<file path="config.mk">
export PLATFORM = sky130hd
export DESIGN_NAME = gpirq_port
export DESIGN_NICKNAME = d
export VERILOG_FILES = /design/src/logic/gpirq_pkg.sv /design/src/logic/gpirq_sync_edge.sv /design/src/logic/gpirq_port.sv
export VERILOG_INCLUDE_DIRS = /design/src /design/src/logic
export SDC_FILE = /design/constraint.sdc
export NUM_CORES = 1
export LEC_CHECK = 0
export BUFFER_PORTS_ARGS = -buffer_cell sky130_fd_sc_hd__buf_2
export CAP_MARGIN = 40
export CORE_AREA = 2 2 120 98
export CTS_BUF_LIST = sky130_fd_sc_hd__clkbuf_16
export CTS_CLUSTER_SIZE = 40
export DETAILED_ROUTE_END_ITERATION = 12
export DIE_AREA = 0 0 122 100
export PLACE_DENSITY = 0.64
export SYNTH_ARGS = -nofsm -noshare
export SYNTH_HDL_FRONTEND = slang
export SYNTH_SLANG_ARGS = --single-unit
export TNS_END_PERCENT = 10
</file>
<file path="constraint.sdc">
create_clock -name clk -period 2.8 [get_ports clk]
set_clock_uncertainty 0.1 [all_clocks]
set_input_delay 0.42 -clock clk [delete_from_list [all_inputs] [get_ports clk]]
set_output_delay 0.42 -clock clk [all_outputs]
set_load 0.005 [all_outputs]
</file>
<file path="src/logic/gpirq_consts.svh">
// register offsets, field positions and reset values for the gpio interrupt port
`ifndef GPIRQ_CONSTS_SVH
`define GPIRQ_CONSTS_SVH
`define GPIRQ_OFS_EXP_MASK 4'h0
`define GPIRQ_OFS_EXP_STATUS 4'h1
`define GPIRQ_OFS_EXP_CONTROL 4'h2
`define GPIRQ_OFS_LINE_DIR 4'h3
`define GPIRQ_OFS_LINE_POL 4'h4
`define GPIRQ_OFS_LINE_OUT 4'h5
`define GPIRQ_OFS_LINE_IN 4'h6
`define GPIRQ_OFS_LINE_MASK 4'h7
`define GPIRQ_OFS_LINE_STATUS 4'h8
`define GPIRQ_EXP_MASK_BIT 0
`define GPIRQ_EXP_STATUS_BIT 0
`define GPIRQ_CTRL_EN_BIT 7
`define GPIRQ_CTRL_SEL_HI 6
`define GPIRQ_CTRL_SEL_LO 4
`define GPIRQ_RST_BYTE 8'h00
`define GPIRQ_RST_SEL 3'h0
`endif

</file>
<file path="src/logic/gpirq_pkg.sv">
// types shared by the gpio interrupt port
package gpirq_pkg;
  // serialized irq line choices, encoded as the select field
  typedef enum logic [2:0] {
    gpirq_irq3 = 3'b000,
    gpirq_irq4 = 3'b001,
    gpirq_irq5 = 3'b010,
    gpirq_irq10 = 3'b011,
    gpirq_irq6 = 3'b100,
    gpirq_irq7 = 3'b101,
    gpirq_irq9 = 3'b110,
    gpirq_irq11 = 3'b111
  } gpirq_line_sel_type;
  // pin side of the eight auxiliary lines
  typedef struct packed {
    logic [7:0] out;
    logic [7:0] oe;
  } gpirq_pin_drive_type;
  // host interrupt routing
  typedef struct packed {
    logic req;
    gpirq_line_sel_type line;
  } gpirq_host_irq_type;
endpackage

</file>
<file path="src/logic/gpirq_sync_edge.sv">
// two-flop synchroniser with rising edge detect, one per bit
`timescale 1ns/1ps
module gpirq_sync_edge #(
  parameter int width = 8
) (
  // clock and reset
  input wire logic clk,
  input wire logic reset_n,
  // asynchronous inputs
  input wire logic [width-1:0] async_in,
  // synchronised level and rising edge pulse
  output logic [width-1:0] sync_out,
  output logic [width-1:0] rise_out
);
  logic [width-1:0] meta_q;
  logic [width-1:0] sync_q;
  logic [width-1:0] prev_q;

  // meta_q is read only by sync_q; the chain keeps sampling through reset, so the
  // edge history already matches the pin when reset lets go and no edge is invented
  always_ff @(posedge clk)
  begin
    meta_q <= async_in;
    sync_q <= meta_q;
    prev_q <= sync_q;
  end

  assign sync_out = sync_q;
  // no edge is reported while reset holds
  assign rise_out = sync_q & ~prev_q & {width{reset_n}};
endmodule

</file>
<file path="src/logic/gpirq_port.sv">
// gpio and expander interrupt port with avalon-mm register slave
//
// Chosen here: the register addresses and the Avalon-MM slave port.
`timescale 1ns/1ps
`include "gpirq_consts.svh"
module gpirq_port (
  // clock and resets
  input wire logic clk,
  input wire logic reset_n,
  input wire logic power_on_reset_n,
  input wire logic power_retention_select,
  // avalon-mm slave
  input wire logic [3:0] avs_address,
  input wire logic avs_read,
  input wire logic avs_write,
  input wire logic [31:0] avs_writedata,
  output logic [31:0] avs_readdata,
  output logic avs_waitrequest,
  // auxiliary lines
  input wire logic [7:0] line_pin_in,
  output gpirq_pkg::gpirq_pin_drive_type line_pin,
  // expander shared interrupt input
  input wire logic expander_irq_in,
  // interrupt requests
  output gpirq_pkg::gpirq_host_irq_type expander_host_irq,
  output logic line_irq
);
  logic [7:0] exp_mask_q;
  logic exp_status_q;
  logic host_irq_enable_q;
  gpirq_pkg::gpirq_line_sel_type host_irq_line_select_q;
  logic [7:0] line_direction_q;
  logic [7:0] line_polarity_q;
  logic [7:0] line_output_value_q;
  logic [7:0] line_irq_mask_q;
  logic [7:0] line_irq_status_q;
  logic [7:0] prev_state_q;
  logic [31:0] readdata_q;
  logic ack_q;
  logic cfg_reset_n;
  logic [7:0] pin_sync;
  logic [7:0] pin_state_bits;
  logic [7:0] line_event;
  logic exp_rise;
  logic wr_strobe;
  logic [7:0] wbyte;
  logic rd_legal;
  // decoded write strobes, one per writable register
  logic wr_exp_mask;
  logic wr_exp_status;
  logic wr_exp_control;
  logic wr_line_dir;
  logic wr_line_pol;
  logic wr_line_out;
  logic wr_line_mask;
  logic wr_line_status;
  // status set and clear terms
  logic exp_set;
  logic exp_clr;
  logic [7:0] line_clr;
  // request terms, pin level and read-back byte
  logic exp_req_d;
  logic line_req_d;
  logic [7:0] drive_level_d;
  logic [7:0] ctrl_byte;
  logic bus_access;

  // pins pass two flops before any logic looks at them
  gpirq_sync_edge #(.width(8)) u_line_sync (
    .clk(clk),
    .reset_n(reset_n),
    .async_in(line_pin_in),
    .sync_out(pin_sync),
    .rise_out()
  );

  gpirq_sync_edge #(.width(1)) u_exp_sync (
    .clk(clk),
    .reset_n(reset_n),
    .async_in(expander_irq_in),
    .sync_out(),
    .rise_out(exp_rise)
  );

  // any read or write still standing on the bus
  assign bus_access = avs_read | avs_write;

  // one wait cycle per access, then ack; keeps read data registered
  assign avs_waitrequest = bus_access & ~ack_q;
  assign wr_strobe = avs_write & ~ack_q;
  assign wbyte = avs_writedata[7:0];

  // write decode: the strobe is only high in the first cycle, so a write lands once
  always_comb
  begin
    wr_exp_mask = 1'b0;
    wr_exp_status = 1'b0;
    wr_exp_control = 1'b0;
    wr_line_dir = 1'b0;
    wr_line_pol = 1'b0;
    wr_line_out = 1'b0;
    wr_line_mask = 1'b0;
    wr_line_status = 1'b0;
    if (avs_address == `GPIRQ_OFS_EXP_MASK)
      wr_exp_mask = wr_strobe;
    else if (avs_address == `GPIRQ_OFS_EXP_STATUS)
      wr_exp_status = wr_strobe;
    else if (avs_address == `GPIRQ_OFS_EXP_CONTROL)
      wr_exp_control = wr_strobe;
    else if (avs_address == `GPIRQ_OFS_LINE_DIR)
      wr_line_dir = wr_strobe;
    else if (avs_address == `GPIRQ_OFS_LINE_POL)
      wr_line_pol = wr_strobe;
    else if (avs_address == `GPIRQ_OFS_LINE_OUT)
      wr_line_out = wr_strobe;
    else if (avs_address == `GPIRQ_OFS_LINE_MASK)
      wr_line_mask = wr_strobe;
    else if (avs_address == `GPIRQ_OFS_LINE_STATUS)
      wr_line_status = wr_strobe;
    // the read-back word and unmapped words take no write
  end

  always_ff @(posedge clk)
  begin
    if (!reset_n)
      ack_q <= 1'b0;
    else
      ack_q <= bus_access & ~ack_q;
  end

  // retention select picks power-on only or power-on plus platform reset
  assign cfg_reset_n = power_on_reset_n & (power_retention_select | reset_n);

  // expander mask: only bit zero is stored, platform reset
  always_ff @(posedge clk)
  begin
    if (!reset_n)
      exp_mask_q <= `GPIRQ_RST_BYTE;
    else if (wr_exp_mask)
      exp_mask_q <= {7'h00, wbyte[`GPIRQ_EXP_MASK_BIT]};
  end

  // set and clear terms of the expander status; writing zero leaves it alone
  assign exp_set = exp_rise;
  assign exp_clr = wr_exp_status & wbyte[`GPIRQ_EXP_STATUS_BIT];

  // expander status: a new edge beats a clear in the same cycle, so no event is lost
  always_ff @(posedge clk)
  begin
    if (!reset_n)
      exp_status_q <= 1'b0;
    else if (exp_set)
      exp_status_q <= 1'b1;
    else if (exp_clr)
      exp_status_q <= 1'b0;
  end

  // expander control: enable and serialized irq line select
  always_ff @(posedge clk)
  begin
    if (!reset_n)
    begin
      host_irq_enable_q <= 1'b0;
      host_irq_line_select_q <= gpirq_pkg::gpirq_line_sel_type'(`GPIRQ_RST_SEL);
    end
    else if (wr_exp_control)
    begin
      host_irq_enable_q <= wbyte[`GPIRQ_CTRL_EN_BIT];
      host_irq_line_select_q <=
        gpirq_pkg::gpirq_line_sel_type'(wbyte[`GPIRQ_CTRL_SEL_HI:`GPIRQ_CTRL_SEL_LO]);
    end
  end

  // line direction survives platform reset when retention is selected
  always_ff @(posedge clk)
  begin
    if (!cfg_reset_n)
      line_direction_q <= `GPIRQ_RST_BYTE;
    else if (wr_line_dir)
      line_direction_q <= wbyte;
  end

  // line polarity, same retention as direction
  always_ff @(posedge clk)
  begin
    if (!cfg_reset_n)
      line_polarity_q <= `GPIRQ_RST_BYTE;
    else if (wr_line_pol)
      line_polarity_q <= wbyte;
  end

  // stored output value; read back as written, never as the pin level
  always_ff @(posedge clk)
  begin
    if (!cfg_reset_n)
      line_output_value_q <= `GPIRQ_RST_BYTE;
    else if (wr_line_out)
      line_output_value_q <= wbyte;
  end

  // line mask always follows platform reset, so it is set up again after sleep
  always_ff @(posedge clk)
  begin
    if (!reset_n)
      line_irq_mask_q <= `GPIRQ_RST_BYTE;
    else if (wr_line_mask)
      line_irq_mask_q <= wbyte;
  end

  // polarised pin state; an inverted line asserts when low
  assign pin_state_bits = pin_sync ^ line_polarity_q;

  // edge of the polarised state, so inversion turns rising into falling;
  // in reset it follows the state, so a line already asserted shows no edge at release
  always_ff @(posedge clk)
  begin
    if (!reset_n)
      prev_state_q <= pin_state_bits;
    else
      prev_state_q <= pin_state_bits;
  end

  // a polarity change may itself flag an edge; software should clear after
  assign line_event = pin_state_bits & ~prev_state_q;

  // write-one-clear term per line; zero bits leave their line alone
  assign line_clr = {8{wr_line_status}} & wbyte;

  // per-line status: set wins over write-one clear
  genvar gi;
  generate
    for (gi = 0; gi < 8; gi++)
    begin : g_line_status
      always_ff @(posedge clk)
      begin
        if (!reset_n)
          line_irq_status_q[gi] <= 1'b0;
        else if (line_event[gi])
          line_irq_status_q[gi] <= 1'b1;
        else if (line_clr[gi])
          line_irq_status_q[gi] <= 1'b0;
      end
    end
  endgenerate

  // asserted value turned into a pin level; an inverted line asserts low
  assign drive_level_d = line_output_value_q ^ line_polarity_q;

  // pin drive registered so the pins do not glitch on decode
  always_ff @(posedge clk)
  begin
    if (!cfg_reset_n)
      line_pin <= '0;
    else
    begin
      line_pin.out <= drive_level_d;
      line_pin.oe <= line_direction_q;
    end
  end

  // one request stands for all 32 expander lines, gated by mask and enable
  assign exp_req_d = exp_status_q & exp_mask_q[`GPIRQ_EXP_MASK_BIT] &
                     host_irq_enable_q;
  // any line whose status and mask are both set asks for service
  assign line_req_d = |(line_irq_status_q & line_irq_mask_q);

  // expander request and its line choice, registered so the host sees no decode glitch
  always_ff @(posedge clk)
  begin
    if (!reset_n)
      expander_host_irq <= '0;
    else
    begin
      expander_host_irq.req <= exp_req_d;
      expander_host_irq.line <= host_irq_line_select_q;
    end
  end

  // line request, registered
  always_ff @(posedge clk)
  begin
    if (!reset_n)
      line_irq <= 1'b0;
    else
      line_irq <= line_req_d;
  end

  // control byte as read back; bits three to zero are reserved and read zero
  assign ctrl_byte = {host_irq_enable_q, host_irq_line_select_q, 4'h0};

  // read decode; unmapped offsets read zero
  assign rd_legal = avs_read & ~ack_q;

  always_ff @(posedge clk)
  begin
    if (!reset_n)
      readdata_q <= 32'h0000_0000;
    else if (rd_legal)
    begin
      if (avs_address == `GPIRQ_OFS_EXP_MASK)
        readdata_q <= {24'h000000, exp_mask_q};
      else if (avs_address == `GPIRQ_OFS_EXP_STATUS)
        readdata_q <= {31'h00000000, exp_status_q};
      else if (avs_address == `GPIRQ_OFS_EXP_CONTROL)
        readdata_q <= {24'h000000, ctrl_byte};
      else if (avs_address == `GPIRQ_OFS_LINE_DIR)
        readdata_q <= {24'h000000, line_direction_q};
      else if (avs_address == `GPIRQ_OFS_LINE_POL)
        readdata_q <= {24'h000000, line_polarity_q};
      else if (avs_address == `GPIRQ_OFS_LINE_OUT)
        readdata_q <= {24'h000000, line_output_value_q};
      else if (avs_address == `GPIRQ_OFS_LINE_IN)
        readdata_q <= {24'h000000, pin_state_bits};
      else if (avs_address == `GPIRQ_OFS_LINE_MASK)
        readdata_q <= {24'h000000, line_irq_mask_q};
      else if (avs_address == `GPIRQ_OFS_LINE_STATUS)
        readdata_q <= {24'h000000, line_irq_status_q};
      else
        readdata_q <= 32'h0000_0000;
    end
  end

  assign avs_readdata = readdata_q;
endmodule

</file>
# After elaboration in Yosys (flattened, before gate mapping)

Cells that the tools add are included.

Memory bits (writable): 0
Bits in registers: 127
Memories kept: 0
Bits in latches: 0
Bits in read-only memories: 0
Input port bits: 51
Logic and storage cells: 130

Bitwise logic cells: 19
Muxes and demuxes: 63
Equality and inequality tests: 8
$mul: 0
Reductions and logical operators: 11
Divide/modulo/power cells: 0
$add $sub $neg: 0
Shift operators: 0
Magnitude comparators: 0

Operators with widths:

| operator             | number |
|---|---|
| $mux W8              | 9 |
| $mux W1              | 54 |
| $and A8 B8 Y8        | 3 |
| $reduce_bool A2 Y1   | 9 |
| $eq A4 B3 Y1 const B | 4 |
| $xor A8 B8 Y8        | 2 |
| $and A1 B1 Y1        | 9 |
| $eq A4 B2 Y1 const B | 2 |
| $not A8 Y8           | 1 |
| $reduce_or A8 Y1     | 1 |
| $eq A4 B1 Y1 const B | 1 |
| $eq A4 B4 Y1 const B | 1 |
| $logic_not A4 Y1     | 1 |
| $not A1 Y1           | 2 |
| $or A1 B1 Y1         | 2 |

# Logic depth before layout (Yosys ltp)

Gate-level depths: netlist (run 1).

Word-level depth: 13
Depth in mapped cells: 6
Mapped depth without buffers: 4

# Modules after synthesis

Synthesis (run 1) repeated with hierarchy kept, for this count alone.

Cell total of the unflattened synthesis: 487
Area total of the unflattened synthesis: 4559.4 µm²

By module, submodules not included:

| module                         | seq. area each (µm²) | cells an instance | instances | area an instance (µm²) |
|---|---|---|---|---|
| gpirq_port                     | 1681.6               | 451               | 1         | 3940.0 |
| gpirq_sync_edge at u_line_sync | 480.5                | 32                | 1         | 550.5 |
| gpirq_sync_edge at u_exp_sync  | 60.1                 | 4                 | 1         | 68.8 |

# Least setup slack after synthesis (run 1)

No wires, ideal clock.

Path type: input to register
Start point: input port avs_address[3]
End point: register host_irq_line_select_q[0]
Buffers on the path: 1
Arrival time: 1423 ps
Setup time: 132 ps
Stages: 5
Setup slack: 1145 ps
Cell sequence: buf_2 -> nor4b_2 -> nand2_1 -> nand2_1 -> a21oi_1

Word-level cells in the longest chain between the ends: 4
Elaborated cells between the ends (all ways): 6

Ends and longest elaborated chain:

| what                          | RTL line          | RTL |
|---|---|---|
| from (decl)                   | gpirq_port.sv:13  | `input wire logic [3:0] avs_address,` |
| $eq A4 B2 Y1 (no source line) | n/a               |  |
| $mux W1                       | gpirq_port.sv:108 | `` else if (avs_address == `GPIRQ_OFS_EXP_CONTROL) `` |
| $mux W1                       | gpirq_port.sv:106 | `` else if (avs_address == `GPIRQ_OFS_EXP_STATUS) `` |
| $mux W1 (*)                   | gpirq_port.sv:104 | `` if (avs_address == `GPIRQ_OFS_EXP_MASK) `` |
| to (signal assigned)          | gpirq_port.sv:164 | `` host_irq_line_select_q <= gpirq_pkg::gpirq_line_sel_type'(`GPIRQ_RST_SEL); `` |
| to (signal assigned)          | gpirq_port.sv:169 | `host_irq_line_select_q <=` |
| to (decl)                     | gpirq_port.sv:31  | `gpirq_pkg::gpirq_line_sel_type host_irq_line_select_q;` |

Every way passes the cells marked *; elsewhere a longest branch is shown, timed or not.
A chain may end at the register's enable or synchronous reset.

# Worst setup path in the final report (run 1)

Start point: input port avs_address[0]
End point: register line_irq_status_q[6]

Word-level cells in the longest chain between the ends: 11
Elaborated cells between the ends (all ways): 18

Ends and longest elaborated chain:

| what                                    | RTL line          | RTL |
|---|---|---|
| $eq A4 B4 Y1 (no source line)           | n/a               |  |
| $mux W1                                 | gpirq_port.sv:118 | `` else if (avs_address == `GPIRQ_OFS_LINE_STATUS) `` |
| $mux W1                                 | gpirq_port.sv:116 | `` else if (avs_address == `GPIRQ_OFS_LINE_MASK) `` |
| $mux W1                                 | gpirq_port.sv:114 | `` else if (avs_address == `GPIRQ_OFS_LINE_OUT) `` |
| $mux W1                                 | gpirq_port.sv:112 | `` else if (avs_address == `GPIRQ_OFS_LINE_POL) `` |
| $mux W1                                 | gpirq_port.sv:110 | `` else if (avs_address == `GPIRQ_OFS_LINE_DIR) `` |
| $mux W1                                 | gpirq_port.sv:108 |  |
| $mux W1                                 | gpirq_port.sv:106 |  |
| $mux W1 (*)                             | gpirq_port.sv:104 |  |
| $and A8 B8 Y8 (*)                       | gpirq_port.sv:227 | `assign line_clr = {8{wr_line_status}} & wbyte;` |
| $reduce_bool A2 Y1 (no source line) (*) | n/a               |  |
| to (signal, indexed assignment)         | gpirq_port.sv:237 | `line_irq_status_q[gi] <= 1'b0;` |
| to (signal, indexed assignment)         | gpirq_port.sv:239 | `line_irq_status_q[gi] <= 1'b1;` |
| to (signal, indexed assignment)         | gpirq_port.sv:241 | `line_irq_status_q[gi] <= 1'b0;` |
| to (decl)                               | gpirq_port.sv:36  | `logic [7:0] line_irq_status_q;` |

Marks and branches as above.

==> results of run 1 <==
state kept, by name, indices dropped and copies added, names as in the netlist, 3 cells and up:
| name | count |
|---|---|
| avs_readdata | 8 |
| expander_host_irq | 4 |
| host_irq_line_select_q | 3 |
| line_direction_q | 8 |
| line_irq_mask_q | 8 |
| line_irq_status_q | 8 |
| line_output_value_q | 8 |
| line_pin | 16 |
| line_polarity_q | 8 |
| prev_state_q | 8 |
| u_line_sync.meta_q | 8 |
| u_line_sync.sync_out | 8 |
worst paths after layout:
check	to	slack [ns]	cells after the start
worst min register to register	u_line_sync.sync_out[4]	0.23	0
worst max-delay path	line_irq_status_q[6]	0.87	5
worst max register to register	line_direction_q[0]	1.07	4
worst min-delay path	u_line_sync.meta_q[3]	0.07	1
synthesized netlist by cell type, types with 6 or more instances:
master / number
a21oi_1: 24
nor2_1: 44
clkbuf_1: 11
xnor2_1: 13
o21ai_0: 17
o21a_1: 9
buf_2: 8
nor3_1: 10
dfxtp_1: 103
a21boi_0: 6
o2bb2ai_1: 12
nand3_1: 20
and2_1: 12
mux2i_1: 27
buf_4: 28
nand2b_1: 6
nor3b_1: 7
o22ai_1: 7
inv_1: 12
nand2_1: 21
nor2b_1: 21
power groups by stage:
| stage | Combinational, mW | Sequential (mW) | Clock, mW |
|---|---|---|---|
| after CTS | 0.230 | 1.53 | 1.28 |
| after global routing | 0.256 | 1.53 | 1.34 |
| final | 0.230 | 1.53 | 1.24 |
| after global placement | 0.227 | 1.56 | 0 |
| after detailed placement | 0.229 | 1.56 | 0 |
| after floorplan | 0.183 | 1.55 | 0 |
worst max-delay path, stage by stage:
cell      delay, ns
buf_2          0.31
nor4b_2        0.60
and2_1         0.40
a21boi_0       0.15
o21a_1         0.18
per-stage QoR:
step           total power, mW  std cells
2_1_floorplan             1.74        483
3_3_place_gp              1.79        644
3_5_place_dp              1.79        644
4_1_cts                   3.04        660
5_1_grt                   3.13        660
6_report                  3.00        660
area by class of cell:
class | instances | area (um2)
clock inverter | 7 | 73.8
inverter | 12 | 45.0
timing repair buffer | 62 | 325
sequential | 103 | 2060
clock buffer | 9 | 225
tap | 148 | 185
multi-input combinational | 319 | 1990
fill | 1100 | 6260
metal layers:
| metal | track usage | wire, um |
|---|---|---|
| met4 | 0.0469 | 122 |
| met3 | 0.0489 | 628 |
| met1 | 0.227 | 4690 |
| met5 | 0 | 0 |
| met2 | 0.261 | 4460 |
kinds of logic (layout without fill, tap and decap cells):
kind of cell              count (synthesis)  after routing  share of synthesized area
and+or+nand+nor                         152            152                      0.188
DFF                                     103            103                      0.478
AOI/OAI and AO/OA                       100            100                      0.156
buffers and inverters                    61             90                     0.0815
muxes                                    27             27                     0.0627
xor gates and xnor gates                 16             16                     0.0325
other                                     1             24                   0.000870
==> summary.md, run 1 <==
| Metric | Value |
|---|---|
| CTS Sinks | 103 |
| CTS H-Tree Depth | 3 |
| GRT overflow | 0 |
| Biggest area consumer among synthesized cells | dfxtp_1 |
| Switching power | 0.720 mW |
| RSZ-0062 raised after global routing | no |
| Leakage power | 2.01 nW |
| Synth Flop Type | dfxtp_1 |
| Wire per inst | 15.0 um |
| Initial antenna violation count | 1 |
| First-pass GRT wire length | 15,700 um |
| Core Rows | 35 |
| Post_cts resized | 0 |
| Number of global-route vias before repair | 2,968 |
| Post-CTS setup buffer count | 0 |
| Ranking of synthesized cells by area | dfxtp_1, mux2i_1, buf_4 |
| Post-synth EDFFs | 0 |
| Die Y | 100 um |
| CTS tree | built |
| Slew @ Worst Pin | 0.728 ns |
| Final TNS setup | 0 ns |
| Total of max-cap violations | 0 |
| Placer Congestion | 0.851 |
| Post-synthesis sequential area ratio | 0.478 |
| Syn Std Cell Area | 4310 um2 |
| Clock power frac | 0.414 |
| Port Buf Inserts | 56 |
| Sw Ratio | 0.240 |
| Residual DRC | 0 |
| Flop pwr share | 0.509 |
| Antenna viol nets, final | 0 |
| CP Class | in2reg |
| Internal power | 2.28 mW |
| Flops & latches, synth | 103 |
| Fmax | 518 MHz |
| Gr usage total | 0.167 |
| DR iter-0 viols | 157 |
| Crit. End Element | flop |
| PwrDens | 612 nW/um2 |
| Top cell type's share of synthesized area | 0.478 |
| Worst hold margin | 0.0699 ns |
| Final worst path period share | 0.689 |
| Fraction of layout cells with a size suffix above 1 | 0.172 |
| Critical Path Start Type | input pin |
| Routed WL | 9890 um |
| RR Startpoint | ack_q |
| # hold bufs at CTS | 0 |
| Initial Util | 0.386 |
| Combinational fraction of design power | 0.077 |
| Clock Path Buffers | 2 |
| Commonest non-fill, non-tap cell in the layout | dfxtp_1 |
| Antenna cells | 0 |
| Overall die width | 122 um |
| Relative slew slack | 0.513 |
| Syn Inst Count | 460 |
| Area after DPL | 4610 um2 |
| Worst EP arrival | 2.07 ns |
| Dpl hpwl | 7160 um |
| Vias per inst | 4.94 |
| Critical Path Start | avs_address[0] |
| Worst Hold Launch | line_pin_in[3] |
| Final WS setup | 0.871 ns |
| Util after Layout | 0.439 |
| CTS root buf | clkbuf_16 |
| Vias | 3,261 |
| Largest net degree at the start of global routing | 41 |
| Die area | 12,200 um2 |
| # nets final | 558 |
| Clk slew on worst S/H paths | 0.07 ns |
| Async SR Flop Fraction | 0 |
| Count of cell types in the netlist | 44 |
| Run status | finished, final reports clean |
| Core area | 11,200 um2 |
| VDD IR max | 0.000263 V |
| # IOs | 105 |
| Final Slew Violations | 0 |
| Worst endpoint required time | 2.94 ns |
| Worst Hold Class | in2reg |
| Post-Layout Inst Area | 4900 um2 |
| Area grow syn2layout | 13.8% |
| Final hold viol count | 0 |
| Final worst path period need | 1.93 ns |
| Peak fanout along the critical path | 40 |
| # setup viols final | 0 |
| Most frequent cells in the layout | dfxtp_1, buf_2, nor2_1, mux2i_1 |
| First-pass iteration count of the detailed router | 5 |
| Mean Syn Cell Area | 9.37 um2 |
| Cts bufs inserted | 9 |
| Yosys warns | 0 |
| Pre-CTS WS | 0.513 ns |
| Skew-Pair Late Insertion Delay | 0.35 ns |
(Power assumes the default switching activity.)
==> run 2, diff against run 1 <==
--- a/config.mk
+++ b/config.mk
@@ -13,7 +13,7 @@
 export CTS_CLUSTER_SIZE = 40
 export DETAILED_ROUTE_END_ITERATION = 12
 export DIE_AREA = 0 0 122 100
-export PLACE_DENSITY = 0.64
+export PLACE_DENSITY = 0.66
 export SYNTH_ARGS = -nofsm -noshare
 export SYNTH_HDL_FRONTEND = slang
 export SYNTH_SLANG_ARGS = --single-unit
==> constraint.sdc (replaced) <==
create_clock -name clk -period 1.68 [get_ports clk]
set_clock_uncertainty 0.1 [all_clocks]
set_input_delay 0.252 -clock clk [delete_from_list [all_inputs] [get_ports clk]]
set_output_delay 0.252 -clock clk [all_outputs]
set_load 0.005 [all_outputs]
==> run 2 against run 1 <==
First-iteration DRC count grew 11%. Sequential share of layout area fell by 2.2 points. Global-route usage is 0.37 points higher. Setup slack lost 0.72 ns. Via count up 3.7%. Count of clock-buffer cells in the layout unchanged. Non-clock buffer count rose by 35. Combinational power rose by 96%. Total power rose by 62%. Critical path depth stayed put.
==> summary.md, run 2 (synthesized netlist as in run 1, its figures left out) <==
| Metric | Value |
|---|---|
| Vias per inst | 4.87 (-1.5%) |
| Leakage power | 2.17 nW (+8.3%) |
| Core area | 11,200 um2 (unchanged) |
| Top delay family on crit path | simple AND/OR/NAND/NOR gates |
| Cts bufs inserted | 9 (unchanged) |
| # IOs | 105 (unchanged) |
| Routed wl met2 | 4540 um (+1.9%) |
| Skew-Pair Late Insertion Delay | 0.35 ns (about the same) |
| Placer Congestion | 0.875 (+2.8%) |
| Combinational fraction of design power | 0.092 (+0.015) |
| Worst EP arrival | 1.67 ns (-0.40 ns) |
| Area grow syn2layout | 20.1% |
| Area after DPL | 4810 um2 (+4.5%) |
| Port Buf Inserts | 56 (unchanged) |
| Clk slew on worst S/H paths | 0.07 ns (about the same) |
| Final TNS setup | 0 ns (unchanged) |
| Fraction of layout cells with a size suffix above 1 | 0.212 (+0.0402) |
| Top sig layer | met4 |
| DR iter-0 viols | 175 (+11%) |
| CTS H-Tree Depth | 3 (unchanged) |
| Die area | 12,200 um2 (unchanged) |
| GRT overflow | 0 (unchanged) |
| Final worst path period share | 0.909 |
| Wire length on met3 | 593 um (-5.6%) |
| Buf/Inv on CP | 1 (unchanged) |
| Antenna cells | 0 (unchanged) |
| Total of max-cap violations | 0 (unchanged) |
| Worst path max stage delay | 0.33 ns (-0.27 ns) |
| Internal power | 3.69 mW (+62%) |
| Final Slew Violations | 0 (unchanged) |
| Peak fanout along the critical path | 8 (-80%) |
| Initial antenna violation count | 0 (-1) |
| Worst R2R Setup Slack | 0.15 ns (-0.92 ns) |
| Max FFs per register | 16 (unchanged) |
| Most frequent cells in the layout | dfxtp_1, buf_2, nor2_1, buf_4, mux2i_1 |
| Slowest cell on crit path | dfxtp_1 |
| Die Y | 100 um (unchanged) |
| Final worst path period need | 1.53 ns |
| Core Rows | 35 (unchanged) |
| Flop pwr share | 0.522 (+0.013) |
| PwrDens | 942 nW/um2 (+54%) |
| Overall power | 4.88 mW (+62%) |
| Post-CTS setup buffer count | 0 (unchanged) |
| Dpl hpwl | 7500 um (+4.7%) |
| Run status | finished, final reports clean |
| Overall die width | 122 um (unchanged) |
| # fillers | 1,068 (-2.9%) |
| CP Class | reg2reg |
| Initial Util | 0.386 (unchanged) |
| Number of global-route vias before repair | 3,159 (+6.4%) |
| CTS root buf | clkbuf_16 |
| Footprint of the multi-input gates | 2000 um2 (+0.50%) |
| RSZ-0062 raised after global routing | no |
| Final hold viol count | 0 (unchanged) |
| Largest reg by FF count | line_pin |
| Largest net degree at the start of global routing | 33 (-20%) |
| First-pass iteration count of the detailed router | 4 (-1) |
| First-pass GRT wire length | 15,900 um (+1.1%) |
| Fmax | 655 MHz |
| CTS tree | built |
| VDD IR max | 0.000460 V (+75%) |
| Non-filler cells, final | 695 (+5.3%) |
| # nets final | 593 (+6.3%) |
| Clock power frac | 0.386 (-0.028) |
| Critical Path Start Type | flop |
| Crit. End Element | flop |
| Commonest non-fill, non-tap cell in the layout | dfxtp_1 |
| Reg area | 2060 um2 (unchanged) |
| Worst endpoint required time | 1.82 ns (-1.12 ns) |
| Vias | 3,383 (+3.7%) |
| CTS Sinks | 103 (unchanged) |
| Placed cells | 670 (+4.0%) |
| Wl on met1 | 4830 um (+2.9%) |
| Residual DRC | 0 (unchanged) |
| Clock Path Buffers | 2 (unchanged) |
| Util after Layout | 0.464 (+0.0247) |
| Worst Hold Class | in2reg |
| CP cell instances | buf_4, nor2b_1, and2_2, a21boi_0, o21a_1 |
| Routed WL | 10,200 um (+2.7%) |
| Gr usage total | 0.171 (+0.00372) |
| Post-Layout Inst Area | 5180 um2 (+5.6%) |
| # setup viols final | 0 (unchanged) |
| Wire per inst | 14.6 um (-2.4%) |
| Sw Ratio | 0.243 (+0.00338) |
| Antenna viol nets, final | 0 (unchanged) |
| Switching power | 1.19 mW (+65%) |
[run 2: power groups by stage]
stage	Clock, mW	Combinational (mW)	Sequential, mW
global route	2.05	0.494	2.55
floorplan	0	0.305	2.59
finish	1.88	0.450	2.54
global placement	0	0.421	2.60
CTS	1.94	0.445	2.54
detailed placement	0	0.427	2.60
[run 2: per-layer routing]
layer | up-vias | GRT usage
met5 | - | 0
met4 | 0 | 0.0734
met3 | 15 | 0.0489
met2 | 96 | 0.262
met1 | 1572 | 0.226
li1 | 1700 | -
[run 2: final cells by class]
cell class,count,area share
Clock buffer,9,0.0435
Sequential cell,103,0.398
Tap cell,148,0.0357
Clock inverter,7,0.00797
Inverter,12,0.00870
Multi-Input combinational cell,319,0.386
Timing Repair Buffer,97,0.120
[run 2: tightest hold or removal path, cell delays in order]
cell and delay (ns):
buf_2 0.15, nand2_1 0.07, a21oi_1 0.05
[run 2: final timing paths]
| kind | start | end | cells past startpoint |
|---|---|---|---|
| setup / recovery | ack_q | line_irq_status_q[5] | 5 |
| hold / removal | avs_writedata[3] | line_direction_q[3] | 3 |
| setup reg to reg | ack_q | line_irq_status_q[5] | 5 |
| hold reg to reg | u_line_sync.meta_q[2] | u_line_sync.sync_out[2] | 0 |
[run 2: metrics by stage]
step                hold WS, ns  worst slack [ns]
floorplan                 0.180             0.161
global placement          0.213           -0.0346
detailed placement        0.212            -0.110
CTS                       0.114            0.0374
global route              0.118            0.0123
finish                    0.126             0.152
[run 2: what timing repair did]
action	CTS	global route
gates resized for setup	0	3
hold buffers	9	0
setup endpoints to repair	0	16
hold endpoints to repair	9	0
==> run 3, diff against run 2 <==
--- a/config.mk
+++ b/config.mk
@@ -14,6 +14,8 @@
 export DETAILED_ROUTE_END_ITERATION = 12
 export DIE_AREA = 0 0 122 100
 export PLACE_DENSITY = 0.66
+export RECOVER_POWER = 25
+export SETUP_SLACK_MARGIN = 0.4
 export SYNTH_ARGS = -nofsm -noshare
 export SYNTH_HDL_FRONTEND = slang
 export SYNTH_SLANG_ARGS = --single-unit
==> run 3 against run 2 <==
Hold slack lost 0.0030 ns. Highest routed layer unchanged. Critical path type unchanged. Largest power group unchanged. Critical endpoint is now line_direction_q[6]. Fmax grew 1.8%. First-iteration DRC count shrank 1.7%. Global-route usage grew 0.29 points. Combinational power is essentially flat.
==> summary.md, run 3 (synthesized netlist as in run 1, its figures left out) <==
| Metric | Value |
|---|---|
| CP Class | reg2reg |
| Largest reg by FF count | line_pin |
| Post-Layout Inst Area | 5260 um2 (+1.4%) |
| Number of global-route vias before repair | 3,159 (unchanged) |
| CTS root buf | clkbuf_16 |
| Area grow syn2layout | 21.9% |
| Util after Layout | 0.471 (+0.00672) |
| Placer Congestion | 0.880 (+0.58%) |
| Post-CTS setup buffer count | 0 (unchanged) |
| Pre-CTS WS | -0.102 ns (+0.00770 ns) |
| Slowest cell on crit path | or4b_4 |
| Overall die width | 122 um (unchanged) |
| DR iter-0 viols | 172 (-1.7%) |
| Final WS setup | 0.179 ns (+0.0263 ns) |
| Routed WL | 10,400 um (+2.4%) |
| Worst hold margin | 0.123 ns (-0.00298 ns) |
| CP cell instances | or4b_4, nor2_4, nand2_1, a21oi_1 |
| First-pass iteration count of the detailed router | 5 (+1) |
| Largest net degree at the start of global routing | 33 (unchanged) |
| # fillers | 1,082 (+1.3%) |
| CTS tree | built |
| Leakage power | 2.20 nW (+1.5%) |
| Fmax | 666 MHz (+1.8%) |
| Slew @ Worst Pin | 0.565 ns |
| Antenna viol nets, final | 0 (unchanged) |
| Reg area | 2060 um2 (+0.12%) |
| Area after DPL | 4810 um2 (-0.16%) |
| Die Y | 100 um (unchanged) |
| Fraction of layout cells with a size suffix above 1 | 0.211 (-0.00144) |
| Vias | 3,464 (+2.4%) |
| First-pass GRT wire length | 16,200 um (+2.0%) |
| Vias per inst | 4.98 (+2.4%) |
| Wire per inst | 15.0 um (+2.4%) |
| Run status | finished, final reports clean |
| Final worst path period share | 0.894 (-0.0157) |
| Worst path max stage delay | 0.56 ns (+0.23 ns) |
| Initial antenna violation count | 1 (+1) |
| Worst endpoint required time | 1.85 ns (+0.03 ns) |
| Overall power | 5.32 mW (+9.0%) |
| Gr usage total | 0.174 (+0.00288) |
| Worst EP arrival | 1.67 ns (about the same) |
| Skew-Pair Late Insertion Delay | 0.34 ns (about the same) |
| Cts bufs inserted | 9 (unchanged) |
| Initial Util | 0.386 (unchanged) |
| Critical Path Start Type | flop |
| Buf/Inv on CP | 0 (-1) |
| # IOs | 105 (unchanged) |
| Clock Path Buffers | 2 (unchanged) |
| Max FFs per register | 16 (unchanged) |
| GRT overflow | 0 (unchanged) |
| Placed cells | 669 (-0.15%) |
| Relative slew slack | 0.623 |
| Top delay family on crit path | simple AND/OR/NAND/NOR gates |
| Core Rows | 35 (unchanged) |
| Crit. End Element | flop |
| Final hold viol count | 0 (unchanged) |
| Final worst path period need | 1.50 ns (-0.0263 ns) |
| Final TNS setup | 0 ns (unchanged) |
| Die area | 12,200 um2 (unchanged) |
| Clk slew on worst S/H paths | 0.07 ns (about the same) |
| Peak fanout along the critical path | 9 (+1) |
| Dpl hpwl | 7720 um (+3.0%) |
| Core area | 11,200 um2 (unchanged) |
| Final Slew Violations | 0 (unchanged) |
| Most frequent cells in the layout | dfxtp_1, buf_2, nor2_1, buf_4, mux2i_1 |
| Total of max-cap violations | 0 (unchanged) |
| RSZ-0062 raised after global routing | yes |
| Footprint of the multi-input gates | 2010 um2 (+0.38%) |
| # nets final | 592 (-0.17%) |
| Non-filler cells, final | 695 (unchanged) |
| PwrDens | 1010 nW/um2 (+7.4%) |
| VDD IR max | 0.000467 V (+1.4%) |
| # setup viols final | 0 (unchanged) |
| CTS H-Tree Depth | 3 (unchanged) |
| Commonest non-fill, non-tap cell in the layout | dfxtp_1 |
| Residual DRC | 0 (unchanged) |
| Port Buf Inserts | 56 (unchanged) |
| CTS Sinks | 103 (unchanged) |
| Worst Hold Class | in2reg |
-- run 3: changes by cell type in the layout (fill, tap and decap cells not counted), sizes merged --
cell,previous run,this run
buf,88,85
bufinv,0,3
clkbuf,9,11
clkinvlp,2,0
diode,0,1
inv,13,12
-- run 3: repair_timing --
| item | 4_1_cts | 5_1_grt |
|---|---|---|
| setup endpoints to repair | 53 | 55 |
| endpoints found under the hold margin | 9 | 0 |
| pin swaps | 0 | 1 |
| gates resized for setup | 3 | 4 |
| hold buffers | 9 | 0 |
-- run 3: worst min-delay path: cells and delay by family --
| family | cells | cell delay [ns] |
|---|---|---|
| buf+inv | 1 | 0.15 |
| compound gates | 1 | 0.05 |
| simple gates | 1 | 0.06 |
-- run 3: per-layer routing --
| layer | wire length, um | global-route usage |
|---|---|---|
| met3 | 619 | 0.0443 |
| met4 | 238 | 0.0610 |
| met2 | 4720 | 0.275 |
| met1 | 4830 | 0.232 |
| met5 | 0 | 0 |
-- run 3: cell type report --
| class | count | area share |
|---|---|---|
| Tap cell | 148 | 0.0352 |
| Clock inverter | 7 | 0.0212 |
| Antenna cell | 1 | 0.000476 |
| Timing Repair Buffer | 96 | 0.117 |
| Inverter | 12 | 0.00857 |
| Sequential cell | 103 | 0.393 |
| Clock buffer | 9 | 0.0429 |
| Multi-Input combinational cell | 319 | 0.382 |
-- run 3: report_power, final --
| part | total [mW] | internal, mW | switching, mW |
|---|---|---|---|
| Sequential | 2.55 | 2.51 | 0.0395 |
| Clock | 2.32 | 1.44 | 0.875 |
| Combinational | 0.448 | 0.189 | 0.259 |
| Total | 5.32 | 4.14 | 1.17 |
-- run 3: final timing paths --
kind / to / startpoint / cells past startpoint / slack [ns]
worst min-delay path: line_direction_q[3] / avs_writedata[3] / 3 / 0.12
worst min register to register: u_line_sync.sync_out[5] / u_line_sync.meta_q[5] / 0 / 0.23
worst max-delay path: line_direction_q[6] / ack_q / 4 / 0.18
worst max register to register: line_direction_q[6] / ack_q / 4 / 0.18
